**src/core/uie_defines.svh**
```systemverilog
/*
  command codes, field positions, reset values and byte counts of the
  interrupt enable mask and the dma configuration register.
  assumes it is included by bare name from the design files.
*/
`ifndef UIE_DEFINES_SVH
`define UIE_DEFINES_SVH

// ----------------------------------------------------------------------
// command codes on the parallel interface
// ----------------------------------------------------------------------
`define UIE_CMD_DMA_WR   8'hf0
`define UIE_CMD_DMA_RD   8'hf1
// mask codes: arbitrary values
`define UIE_CMD_MASK_WR  8'ha0
`define UIE_CMD_MASK_RD  8'ha1

// ----------------------------------------------------------------------
// byte counts, as index of the last byte
// ----------------------------------------------------------------------
`define UIE_MASK_LAST    2'h3
`define UIE_DMA_LAST     2'h1

// ----------------------------------------------------------------------
// interrupt enable mask fields
// ----------------------------------------------------------------------
`define UIE_MASK_W       32
`define UIE_EVT_W        24
`define UIE_EP_LSB       10
`define UIE_EP_MSB       23
`define UIE_BIT_CTRL_IN  9
`define UIE_BIT_CTRL_OUT 8
`define UIE_BIT_RSVD     7
`define UIE_BIT_SHORT    6
`define UIE_BIT_PSOF     5
`define UIE_BIT_SOF      4
`define UIE_BIT_EOT      3
`define UIE_BIT_SUSP     2
`define UIE_BIT_RESUME   1
`define UIE_BIT_BUSRST   0
`define UIE_MASK_RESET   32'h0000_0000

// ----------------------------------------------------------------------
// dma configuration fields
// ----------------------------------------------------------------------
`define UIE_DMA_W        16
`define UIE_DMA_EN_BIT   3
`define UIE_DMA_RESET    16'h0000

`endif

```
**src/core/uie_pkg.sv**
```systemverilog
/*
  types shared by the interrupt enable / dma configuration block.
  assumes uie_defines.svh is on the include path.
*/
`include "uie_defines.svh"

package uie_pkg;

  typedef enum logic [2:0] {
    ST_IDLE    = 3'b000,
    ST_MASK_WR = 3'b001,
    ST_MASK_RD = 3'b010,
    ST_DMA_WR  = 3'b011,
    ST_DMA_RD  = 3'b100
  } uie_state_t;

  typedef struct packed {
    uie_state_t             state;
    logic [1:0]             byteIdx;
    logic [`UIE_MASK_W-1:0] shadow;
    logic [`UIE_MASK_W-1:0] mask;
    logic [`UIE_DMA_W-1:0]  dmaCfg;
    logic [7:0]             rdData;
    logic                   rdValid;
  } uie_regs_t;

  typedef struct packed {
    logic [`UIE_EVT_W-1:0] gated;
  } uie_gate_t;

endpackage

```
**src/core/uie_irq_dma_cfg.sv**
```systemverilog
/*
  interrupt enable mask and dma configuration register of a full-speed
  usb peripheral, reached through command codes and byte transfers.
  assumes the host strobes are one-cycle pulses synchronous to clk and
  that bus events arrive as one-cycle pulses from the serial engine.
*/
// Notes on behaviour
// - mask bits 23..10 enable programmable endpoints fourteen to one.
// - mask bit 9 enables control in endpoint interrupts.
// - mask bit 8 enables control out endpoint interrupts.
// - mask bit 6 enables the short packet interrupt.
// - mask bit 5 enables the 1 ms pseudo frame interrupt.
// - mask bit 4 enables the frame start interrupt.
// - mask bit 3 enables the end of transfer interrupt.
// - mask bit 2 enables the suspend interrupt.
// - mask bit 1 enables the resume interrupt.
// - mask bit 0 enables the bus reset interrupt.
// - dma config written by f0, read by f1, two bytes each.
// - dma transfers start or stop per the written configuration.
// - bus reset clears only the dma enable bit.
`timescale 1ns/1ps
`include "uie_defines.svh"

module uie_irq_dma_cfg
(
  // clock and reset
  input  wire logic                  clk,
  input  wire logic                  reset_n,
  // host command interface
  input  wire logic                  cmdValid,
  input  wire logic [7:0]            cmdByte,
  input  wire logic                  wrValid,
  input  wire logic [7:0]            wrByte,
  input  wire logic                  rdStrobe,
  output logic      [7:0]            rdData,
  output logic                       rdValid,
  // bus events from the serial engine
  input  wire logic [13:0]           endpointEvent,
  input  wire logic                  ctrlInEvent,
  input  wire logic                  ctrlOutEvent,
  input  wire logic                  shortPacketEvent,
  input  wire logic                  pseudoSofEvent,
  input  wire logic                  sofEvent,
  input  wire logic                  eotEvent,
  input  wire logic                  suspendEvent,
  input  wire logic                  resumeEvent,
  input  wire logic                  busResetEvent,
  // interrupt requests
  output logic      [`UIE_EVT_W-1:0] irqEvents,
  output logic                       irqAny,
  // register contents
  output logic      [`UIE_MASK_W-1:0] irqEnableMask,
  output logic      [`UIE_DMA_W-1:0] dmaConfig,
  output logic                       dmaEnable
);

  uie_pkg::uie_regs_t regs;
  uie_pkg::uie_regs_t next_regs;
  logic [`UIE_EVT_W-1:0] eventVec;
  logic                  lastByte;

  // --------------------------------------------------------------------
  // event vector, aligned with mask positions
  // --------------------------------------------------------------------
  always_comb
  begin
    eventVec = '0;
    eventVec[`UIE_EP_MSB:`UIE_EP_LSB] = endpointEvent;
    eventVec[`UIE_BIT_CTRL_IN]        = ctrlInEvent;
    eventVec[`UIE_BIT_CTRL_OUT]       = ctrlOutEvent;
    eventVec[`UIE_BIT_RSVD]           = 1'b0;
    eventVec[`UIE_BIT_SHORT]          = shortPacketEvent;
    eventVec[`UIE_BIT_PSOF]           = pseudoSofEvent;
    eventVec[`UIE_BIT_SOF]            = sofEvent;
    eventVec[`UIE_BIT_EOT]            = eotEvent;
    eventVec[`UIE_BIT_SUSP]           = suspendEvent;
    eventVec[`UIE_BIT_RESUME]         = resumeEvent;
    eventVec[`UIE_BIT_BUSRST]         = busResetEvent;
  end

  uie_event_gate u_gate
  (
    .clk       (clk),
    .reset_n   (reset_n),
    .events    (eventVec),
    .enables   (regs.mask[`UIE_EVT_W-1:0]),
    .irqEvents (irqEvents)
  );

  assign irqAny = |irqEvents;

  // --------------------------------------------------------------------
  // command sequencer and registers
  // --------------------------------------------------------------------
  always_comb
  begin
    next_regs         = regs;
    next_regs.rdValid = 1'b0;
    lastByte          = 1'b0;
    if (cmdValid)
    begin
      // a new command always aborts a transfer in progress
      next_regs.byteIdx = 2'h0;
      unique case (cmdByte)
        `UIE_CMD_MASK_WR:
        begin
          next_regs.state = uie_pkg::ST_MASK_WR;
        end
        `UIE_CMD_MASK_RD:
        begin
          next_regs.state  = uie_pkg::ST_MASK_RD;
          next_regs.shadow = regs.mask;
        end
        `UIE_CMD_DMA_WR:
        begin
          next_regs.state = uie_pkg::ST_DMA_WR;
        end
        `UIE_CMD_DMA_RD:
        begin
          next_regs.state  = uie_pkg::ST_DMA_RD;
          next_regs.shadow = {16'h0000, regs.dmaCfg};
        end
        default:
        begin
          // codes of other blocks: this block stays out of the way
          next_regs.state = uie_pkg::ST_IDLE;
        end
      endcase
    end
    else
    begin
      unique case (regs.state)
        uie_pkg::ST_IDLE:
        begin
          next_regs.byteIdx = 2'h0;
        end
        uie_pkg::ST_MASK_WR:
        begin
          if (wrValid)
          begin
            next_regs.shadow[regs.byteIdx*8 +: 8] = wrByte;
            lastByte = (regs.byteIdx == `UIE_MASK_LAST);
            next_regs.byteIdx = regs.byteIdx + 2'h1;
            if (lastByte)
            begin
              // top byte is reserved; whatever arrives is dropped
              next_regs.mask  = {8'h00,
                                 next_regs.shadow[`UIE_EVT_W-1:0]};
              next_regs.state = uie_pkg::ST_IDLE;
            end
          end
        end
        uie_pkg::ST_DMA_WR:
        begin
          if (wrValid)
          begin
            next_regs.shadow[regs.byteIdx*8 +: 8] = wrByte;
            lastByte = (regs.byteIdx == `UIE_DMA_LAST);
            next_regs.byteIdx = regs.byteIdx + 2'h1;
            if (lastByte)
            begin
              // whole word commits at once, never half a config
              next_regs.dmaCfg = next_regs.shadow[`UIE_DMA_W-1:0];
              next_regs.state  = uie_pkg::ST_IDLE;
            end
          end
        end
        uie_pkg::ST_MASK_RD,
        uie_pkg::ST_DMA_RD:
        begin
          if (rdStrobe)
          begin
            next_regs.rdData  = regs.shadow[regs.byteIdx*8 +: 8];
            next_regs.rdValid = 1'b1;
            next_regs.byteIdx = regs.byteIdx + 2'h1;
            if (regs.state == uie_pkg::ST_MASK_RD)
              lastByte = (regs.byteIdx == `UIE_MASK_LAST);
            else
              lastByte = (regs.byteIdx == `UIE_DMA_LAST);
            if (lastByte)
              next_regs.state = uie_pkg::ST_IDLE;
          end
        end
        default:
        begin
          next_regs.state = uie_pkg::ST_IDLE;
        end
      endcase
    end
    // bus reset has the last word over the enable bit, even against a
    // host write landing in the same cycle
    if (busResetEvent)
      next_regs.dmaCfg[`UIE_DMA_EN_BIT] = 1'b0;
  end

  always_ff @(posedge clk or negedge reset_n)
  begin
    if (!reset_n)
    begin
      regs         <= '0;
      regs.state   <= uie_pkg::ST_IDLE;
      regs.mask    <= `UIE_MASK_RESET;
      regs.dmaCfg  <= `UIE_DMA_RESET;
    end
    else
      regs <= next_regs;
  end

  // --------------------------------------------------------------------
  // outputs
  // --------------------------------------------------------------------
  assign rdData        = regs.rdData;
  assign rdValid       = regs.rdValid;
  assign irqEnableMask = regs.mask;
  assign dmaConfig     = regs.dmaCfg;
  assign dmaEnable     = regs.dmaCfg[`UIE_DMA_EN_BIT];
endmodule // uie_irq_dma_cfg

```
**src/core/uie_event_gate.sv**
```systemverilog
/*
  per-bit gate of interrupt events by the enable mask, registered.
  assumes event pulses are synchronous to clk.
*/
`timescale 1ns/1ps
`include "uie_defines.svh"

module uie_event_gate
(
  // clock and reset
  input  wire logic                  clk,
  input  wire logic                  reset_n,
  // events and enables
  input  wire logic [`UIE_EVT_W-1:0] events,
  input  wire logic [`UIE_EVT_W-1:0] enables,
  // gated interrupt requests
  output logic      [`UIE_EVT_W-1:0] irqEvents
);

  uie_pkg::uie_gate_t regs;
  uie_pkg::uie_gate_t next_regs;
  logic [`UIE_EVT_W-1:0] gateIn;

  // --------------------------------------------------------------------
  // gate
  // --------------------------------------------------------------------
  genvar i;
  generate
    for (i = 0; i < `UIE_EVT_W; i = i + 1)
    begin : g_bit
      if (i == `UIE_BIT_RSVD)
      begin : g_rsvd
        // reserved position never raises anything
        assign gateIn[i] = 1'b0;
      end
      else
      begin : g_live
        assign gateIn[i] = events[i] & enables[i];
      end
    end
  endgenerate

  always_comb
  begin
    next_regs       = regs;
    next_regs.gated = gateIn;
  end

  always_ff @(posedge clk or negedge reset_n)
  begin
    if (!reset_n)
      regs <= '0;
    else
      regs <= next_regs;
  end

  assign irqEvents = regs.gated;

endmodule // uie_event_gate

```
**config.mk**
```make
export PLATFORM = sky130hd
export DESIGN_NAME = uie_irq_dma_cfg
export DESIGN_NICKNAME = d
export VERILOG_FILES = /design/src/core/uie_pkg.sv /design/src/core/uie_irq_dma_cfg.sv /design/src/core/uie_event_gate.sv
export VERILOG_INCLUDE_DIRS = /design/src /design/src/core
export SDC_FILE = /design/constraint.sdc
export NUM_CORES = 1
export LEC_CHECK = 0
export ABC_AREA = 0
export BUFFER_PORTS_ARGS = -buffer_cell sky130_fd_sc_hd__buf_2
export CORE_UTILIZATION = 50
export CTS_BUF_LIST = sky130_fd_sc_hd__clkbuf_8
export CTS_CLUSTER_DIAMETER = 120
export DETAILED_ROUTE_END_ITERATION = 6
export PLACE_DENSITY_LB_ADDON = 0.05
export SETUP_SLACK_MARGIN = 0.3
export SLEW_MARGIN = 20
export SYNTH_ARGS = -nofsm -noshare
export SYNTH_HDL_FRONTEND = slang
export SYNTH_SLANG_ARGS = --single-unit
```
**constraint.sdc**
```tcl
create_clock -name clk -period 2.61 [get_ports clk]
set_input_delay 0.6525 -clock clk [delete_from_list [all_inputs] [get_ports clk]]
set_output_delay 0.6525 -clock clk [all_outputs]
set_load 0.02 [all_outputs]
```
# [Word level (Yosys, flattened, before mapping)]
# Index checks and enable logic that the tools add are counted.
[word_totals] in_bits=44 elab_cells=97 ff_bits=109 output_inout_bits=83
[op_classes] n_eq_ne=19 add_sub_neg=2 shift=3 bitwise_logic=24 n_reduce_logical=15 mux=25
[op_table] cell="$pmux W32 S2" n=2
[op_table] cell="$mux W37" n=2
[op_table] cell="$mux W69" n=1
[op_table] cell="$neg A5 Y34" n=1
[op_table] cell="$shift A8 B34 Y32 const A" n=1
[op_table] cell="$shiftx A8 B34 Y32" n=1
[op_table] cell="$bwmux W32" n=1
[op_table] cell="$eq A8 B8 Y1 const B" n=4
[op_table] cell="$shiftx A32 B6 Y8" n=1
[op_table] cell="$mux W24" n=1
[op_table] cell="$pmux W3 S4" n=2
[op_table] cell="$and A1 B1 Y1" n=23
[op_table] cell="$reduce_or A23 Y1" n=1
[op_table] cell="$reduce_and A4 Y1" n=5
[op_table] cell="$mux W9" n=2
[op_table] cell="$ne A3 B3 Y1 const B" n=6
[op_table] cell="$mux W13" n=1
[op_table] cell="$mux W4" n=3
[op_table] cell="$mux W3" n=3
[op_table] cell="$pmux W2 S4" n=1
[op_table] cell="$reduce_and A7 Y1" n=1
[op_table] cell="$eq A3 B2 Y1 const B" n=2
[op_table] cell="$reduce_bool A2 Y1" n=3
[op_table] cell="$mux W1" n=5
[op_table] cell="15 further kinds" n=15

# [Longest topological paths before layout]
# Gate-level depths: netlist of run 1.
[logic_depth] depth_word=9 mapped_depth=9 ltp_nobuf=6

# [Modules after synthesis]
# From an unflattened synthesis of run 1, not the netlist that was laid out.
[hier_totals] cells_unflattened=540 area_unflattened_um2=5492.8
[by_module_without_submodules] module="uie_irq_dma_cfg" seq_area_each_um2=2152.1 cells_each=492 area_per_inst_um2=4762.1 n_inst=1
[by_module_without_submodules] module="uie_event_gate" seq_area_each_um2=575.6 cells_each=48 area_per_inst_um2=730.7 n_inst=1

# [Worst setup path before layout of run 1]
# Ideal clock, no wire load.
[synth_timing] path_kind="register to register" startpoint="register regs[90] (netlist name)" endpoint="register regs[81] (netlist name)" t_required_ns=2.543 setup_ns=0.067 setup_slack_ns=0.077 path_stages_with_launch=8 n_path_buf=2 arrival_ns=2.466 cell_sequence="dfrtp_1 clkbuf_1 inv_1 ha_1 clkbuf_1 or4b_1 nor4b_4 a22o_1"
[synth_between] elab_chain_len=6
[synth_lines] item="from (decl)" line_no="uie_irq_dma_cfg.sv:57" text="uie_pkg::uie_regs_t regs;"
[synth_lines] item="from (signal assigned)" line_no="uie_irq_dma_cfg.sv:206" text="regs <= next_regs;"
[synth_lines] item="$neg A5 Y34 (*)" line_no="uie_irq_dma_cfg.sv:141, uie_irq_dma_cfg.sv:157"
[synth_lines] item="$shiftx A8 B34 Y32 or $shift A8 B34 Y32 (tied branches)" line_no="uie_irq_dma_cfg.sv:141, uie_irq_dma_cfg.sv:157"
[synth_lines] item="$bwmux W32 (*)" line_no="uie_irq_dma_cfg.sv:141, uie_irq_dma_cfg.sv:157"
[synth_lines] item="$mux W37 or $mux W69 (tied branches)" line_no="uie_irq_dma_cfg.sv:155, uie_irq_dma_cfg.sv:139"
[synth_lines] item="$pmux W32 S2 (*)" line_no="uie_irq_dma_cfg.sv:132" text="unique case (regs.state)"
[synth_lines] item="$mux W37 (*)" line_no="uie_irq_dma_cfg.sv:100" text="if (cmdValid)"
# Mark *: on every way between the ends. The rest lies on a longest branch, timed or not. The select of a mux whose other input is x is not followed.
# A chain may end at the register's enable or synchronous reset.

# [Final worst setup path of run 1]
[layout_timing] startpoint="register u_gate.regs (netlist bit u_gate.irqEvents[11])" endpoint="output port irqAny"
[layout_between] elab_chain_len=1
[layout_lines] item="from (decl)" line_no="uie_event_gate.sv:20" text="uie_pkg::uie_gate_t regs;"
[layout_lines] item="from (signal assigned)" line_no="uie_event_gate.sv:54" text="regs <= next_regs;"
[layout_lines] item="$reduce_or A23 Y1" line_no="uie_irq_dma_cfg.sv:90" text="assign irqAny = |irqEvents;"
[layout_lines] item="to (decl)" line_no="uie_irq_dma_cfg.sv:50" text="output logic irqAny,"
# Every way passes these cells.

==> metrics, run 1 <==
simple logic cell fraction of the synthesized area 0.169; final hold slack 287 ps; transition time of the tightest slew-check pin 637 ps; pre-CTS setup slack 352 ps; Synthesis Warnings 0; unrepaired setup endpoints after global routing true; Slew Limit Fails 0; GPL Wtd Cong 0.895; H-Tree Depth 3; initial antenna violation count 0; post-CTS setup buffers 0; unique cell type count in the Yosys netlist 51; TNS Setup 0 ps; worst rel slew slack 0.576; top cell type's share of synthesized area 0.484; Final min period 2290 ps; HP Class in -> async; Max Cap Violations 0; Clock Latency Late Sink 380 ps; CTS tree built; Inserted Clock Buffers 9; setup slack after layout 323 ps; mux contribution to synthesized area 0.0704; clock buffer depth 2; core area 10900 um^2; crit path kind reg -> out; first-pass GRT wire length 21700 um; Port Buffers 117; fmax 437 MHz; worst ir drop on vdd 0.261 mV; post-synthesis register bit count 109; final hold vios 0; Setup Viol. Count Final 0; Required @ worst endpoint 1960 ps; WL final 13600 um; routed len/inst 18.1 um; drt pass-1 iters 4; CTS Hold Bufs 0; HPWL Detailed 9910 um; largest family of logic cells by synthesized area simple AND/OR/NAND/NOR gates; cell taking the most area after synthesis dfrtp_1; synth top area cells dfrtp_1, buf_4, a21oi_1; fin nets 658; Worst Skew 14.7 ps; root buffer cell clkbuf_8; EDFF count, synth 0; aggregate global-route resource usage 0.246; Reg2Reg Depth 6; vias in the first global route 4048; Routed Antenna Nets 0; die footprint 11700 um^2; chip width 108 um; Area Growth Syn to Fin 10.1%; WL met3 747 um; gr ovfl total 0; Die Span Y 108 um; total design power 3.15 mW; register area share after synthesis 0.484; final antenna diode count 0; DRC viols 0; synthesized instance count 545; Post-synth ARST share 1.00; row count 38; Via Count 4208; layout cells sized above 1 0.303; syn avg cell area 10.3 um^2; period utilization 0.876; violation count after the first detailed-route iteration 246; met2 wire length 6160 um; status finished clean; top layer in use met4; Worst setup EP type output pin; CTS clk-pin slew, worst paths 110 ps; Worst EP arrival 1630 ps; DR vias/cell 5.59; filler cell count 985; Post-synth top flop dfrtp_1; adder-cell share of the synthesized area 0.0151; area share of xor/xnor cells in the synthesized design 0.00311; Startpoint Class flip-flop; fin cells 753; WL met1 6510 um; Power Dens Cells 508 nW/um^2; starting density of the core 0.518; placed insts 737; Leakage 3.16 nW; # clock sinks 109; Compound-Gate Fraction of Synth Area 0.148; crit path max fanout 2; Boundary Pins 127; pin count of the biggest net entering global routing 110; synthesized cell area 5640 um^2
[cell usage in the layout (no fill, tap or decap), types with 2 or more instances in the layout]
cell type and count:
a2111oi_0 2, a21oi_1 36, a22o_1 8, a2bb2oi_1 8, a31oi_1 17, and2_1 24
and3_1 11, and4b_1 3, and4bb_2 3, buf_2 115, buf_4 18, clkbuf_8 10
clkinvlp_4 2, conb_1 9, dfrtp_1 109, ha_1 6, inv_1 7, inv_6 3
mux2_2 13, mux2_4 4, mux4_2 8, nand2_1 45, nand2b_1 2, nand3b_1 2
nor2_1 31, nor2b_1 24, nor3_1 10, nor4_1 3, nor4_4 2, nor4bb_1 2
o21ai_0 27, o22ai_1 9, o2bb2ai_1 8, o311ai_0 2, o32a_1 8, or2_2 2
[layout make-up]
cell class | instances | area [um^2] | share of cell area
sequential | 109 | 2730 | 0.439
multi-input combinational | 347 | 2360 | 0.380
timing repair buffer | 135 | 742 | 0.120
tap | 140 | 175 | 0.0282
clock buffer | 10 | 138 | 0.0222
clock inverter | 6 | 45.0 | 0.00726
inverter | 6 | 22.5 | 0.00363
[report_power, final]
| group | leakage [nW] | internal, mW | switching [mW] |
|---|---|---|---|
| Sequential | 1.51 | 1.75 | 0.0654 |
| Combinational | 1.56 | 0.162 | 0.190 |
| Clock | 0.0911 | 0.381 | 0.608 |
| Total | 3.16 | 2.29 | 0.863 |
[metrics by stage]
stage               utilization  cell area (um^2)
global route              0.570              6210
floorplan                     -              5670
CTS                       0.570              6210
detailed placement        0.549              5980
finish                    0.570              6210
global placement          0.549              5980
[synth_stat cells, drive strengths merged (2+ instances only)]
cell,n
a2bb2oi,8
and2,24
or2,3
nor2b,24
buf,69
and4bb,3
and3,11
and4,2
a31oi,17
nand2b,2
o22ai,9
nor4,5
mux2,17
dfrtp,109
mux4,8
a2111oi,2
o21ai,28
nand3,2
ha,6
nand3b,2
nor2,31
inv,6
nor3,10
o32a,8
o2bb2ai,8
clkbuf,22
o311ai,2
a21oi,36
a22o,8
nor4bb,2
and4b,3
nand2,45
[path summary, 6_finish.rpt]
| check | end | start | slack [ps] |
|---|---|---|---|
| setup / recovery | irqAny | u_gate.irqEvents[11] | 320 |
| hold / removal | rdValid | reset_n | 290 |
| setup reg to reg | regs[68] | regs[89] | 430 |
| hold reg to reg | regs[86] | regs[86] | 500 |
| max in group asynchronous | regs[71] | reset_n | 1830 |
| min in group clk | dmaConfig[3] | busResetEvent | 430 |
[cells by family after synthesis]
| logic type | Yosys count |
|---|---|
| AND/OR/NAND/NOR | 174 |
| AO/OA/AOI/OAI | 129 |
| flip-flops | 109 |
| buffers and inverters | 97 |
| multiplexers | 26 |
| adder cells (fa/ha/maj) | 7 |
| XOR/XNOR | 2 |
| other | 1 |
[routing by layer]
metal / up-vias / global-route usage
li1: 1987 / -
met1: 2059 / 0.356
met2: 146 / 0.384
met3: 16 / 0.0301
met4: 0 / 0.0822
met5: - / 0
[timing repair]
action	CTS	global route
cloned	0	0
endpoints found under the setup margin	1	1
pin swaps	2	2
gates resized for setup	9	0
[sequential cells by signal, indices dropped and copies added, names as in the netlist]
signal / cells
rdData: 8
irqEnableMask: 24
dmaConfig: 16
rdValid: 1
u_gate.irqEvents: 23
regs: 37
[worst max-delay path, cell delays in order, from the launching register on]
cell     delay [ps]
dfrtp_1         430
nor4_4          290
and4_4          300
nand3_2          80
buf_6           150
Note: power is estimated with default switching activity, not from simulation.
==> run 2, diff against run 1 <==
==> constraint.sdc (replaced) <==
create_clock -name clk -period 1.9 [get_ports clk]
set_input_delay 0.475 -clock clk [delete_from_list [all_inputs] [get_ports clk]]
set_output_delay 0.475 -clock clk [all_outputs]
set_load 0.02 [all_outputs]
==> metrics, run 2 (synthesized netlist as in run 1, its figures left out) <==
starting density of the core 0.518; max reg flops 37; Post-DP Area 6430 um^2; crit path kind reg -> out; DRC viols 0; total design power 4.93 mW; Inserted Clock Buffers 9; setup slack after layout -185 ps; RR Startpoint regs[89]; GPL Wtd Cong 0.848; # clock sinks 109; period utilization 1.10; Routed Antenna Nets 0; worst reg2reg setup slack -20 ps; Boundary Pins 127; Worst setup EP type output pin; violation count after the first detailed-route iteration 264; transition time of the tightest slew-check pin 687 ps; crit path max fanout 2; Slew Limit Fails 0; Clock Latency Late Sink 390 ps; final hold slack 23.9 ps; Sequential Power Share 0.507; reg2reg end regs[81]; WL final 16300 um; Via Count 4722; status complete, but fails checks; clock share of power 0.327; Critical path origin u_gate.irqEvents[23]; chip width 108 um; HPWL Detailed 10700 um; clock buffer depth 2; Layout Utilization 0.721; GR Util met3 0.0440; most frequent cells in the layout buf_2, dfrtp_1, nand2_1, buf_6, buf_4; Leakage 3.73 nW; worst rel slew slack 0.542; Internal 3.59 mW; CTS clk-pin slew, worst paths 110 ps; met1 global-route usage 0.374; pin count of the biggest net entering global routing 46; first-pass GRT wire length 23900 um; GR Util met2 0.439; worst ir drop on vdd 0.352 mV; Startpoint Class flip-flop; CTS tree built; fmax 480 MHz; violated checks setup timing; TNS Setup -244 ps; pre-CTS setup slack -87.4 ps; Biggest register regs; Max Cap Violations 0; initial antenna violation count 0; Psw 1.34 mW; Die Span Y 108 um; Power Dens Cells 628 nW/um^2; Setup Viol. Count Final 6; filler cell count 786; routed len/inst 19.9 um; Reg2Reg Depth 6; aggregate global-route resource usage 0.275; drt pass-1 iters 5; root buffer cell clkbuf_8; Worst Skew 9.12 ps; final instance area 7850 um^2; Required @ worst endpoint 1420 ps; Switching Share 0.272; Top Usage Layer GRT met2; final hold vios 0; Area Growth Syn to Fin 39.3%; Final min period 2080 ps; crit path to irqAny; commonest non-fill, non-tap cell in the layout buf_2; core area 10900 um^2; row count 38; unrepaired setup endpoints after global routing true; gr ovfl total 0; layout cells sized above 1 0.523; final antenna diode count 0; Worst EP arrival 1610 ps; DR vias/cell 5.77; Comb pwr share 0.166; fin cells 819; Port Buffers 117; placed insts 776; H-Tree Depth 3; vias in the first global route 4446; die footprint 11700 um^2; fin nets 724; HP Class in -> async
-- run 2: critical path: stages, from the launching register on --
cell,delay (ps)
dfrtp_1,400
nor4_2,260
buf_4,160
and4_1,170
nand3_1,80
buf_6,150
-- run 2: repair_timing --
item | in CTS | in global routing
setup buffers | 12 | 13
hold buffers | 0 | 0
endpoints found under the hold margin | 0 | 0
endpoints found under the setup margin | 78 | 86
resized for setup | 160 | 67
pin swaps | 66 | 45
cloned | 0 | 2
-- run 2: worst min path at each step --
stage	startpoint	end	cells after the start
floorplan	reset_n	dmaConfig[0]	0
global placement	reset_n	u_gate.irqEvents[17]	1
detailed placement	reset_n	u_gate.irqEvents[17]	1
CTS	reset_n	u_gate.irqEvents[17]	1
global route	reset_n	u_gate.irqEvents[17]	1
finish	reset_n	irqEnableMask[21]	1
-- run 2: per-layer routing --
layer  vias to the layer above  wire length (um)
li1                       2147                 -
met4                         0               406
met5                         -                 0
met2                       191              7810
met3                        27               880
met1                      2357              7180
-- run 2: power groups by stage --
stage,registers [mW],clock network [mW],logic [mW]
6_report,2.50,1.61,0.820
2_1_floorplan,2.49,0,0.347
5_1_grt,2.50,1.71,0.876
4_1_cts,2.49,1.62,0.721
3_3_place_gp,2.53,0,0.572
3_5_place_dp,2.53,0,0.582
-- run 2: cell type report --
type                       instances  area [um^2]  area share
clock buffer                       9          124      0.0158
clock inverter                     7         98.8      0.0126
inverter                           6         25.0     0.00319
multi-input combinational        347         3150       0.401
sequential                       109         2730       0.348
tap                              140          175      0.0223
timing repair buffer             201         1550       0.197
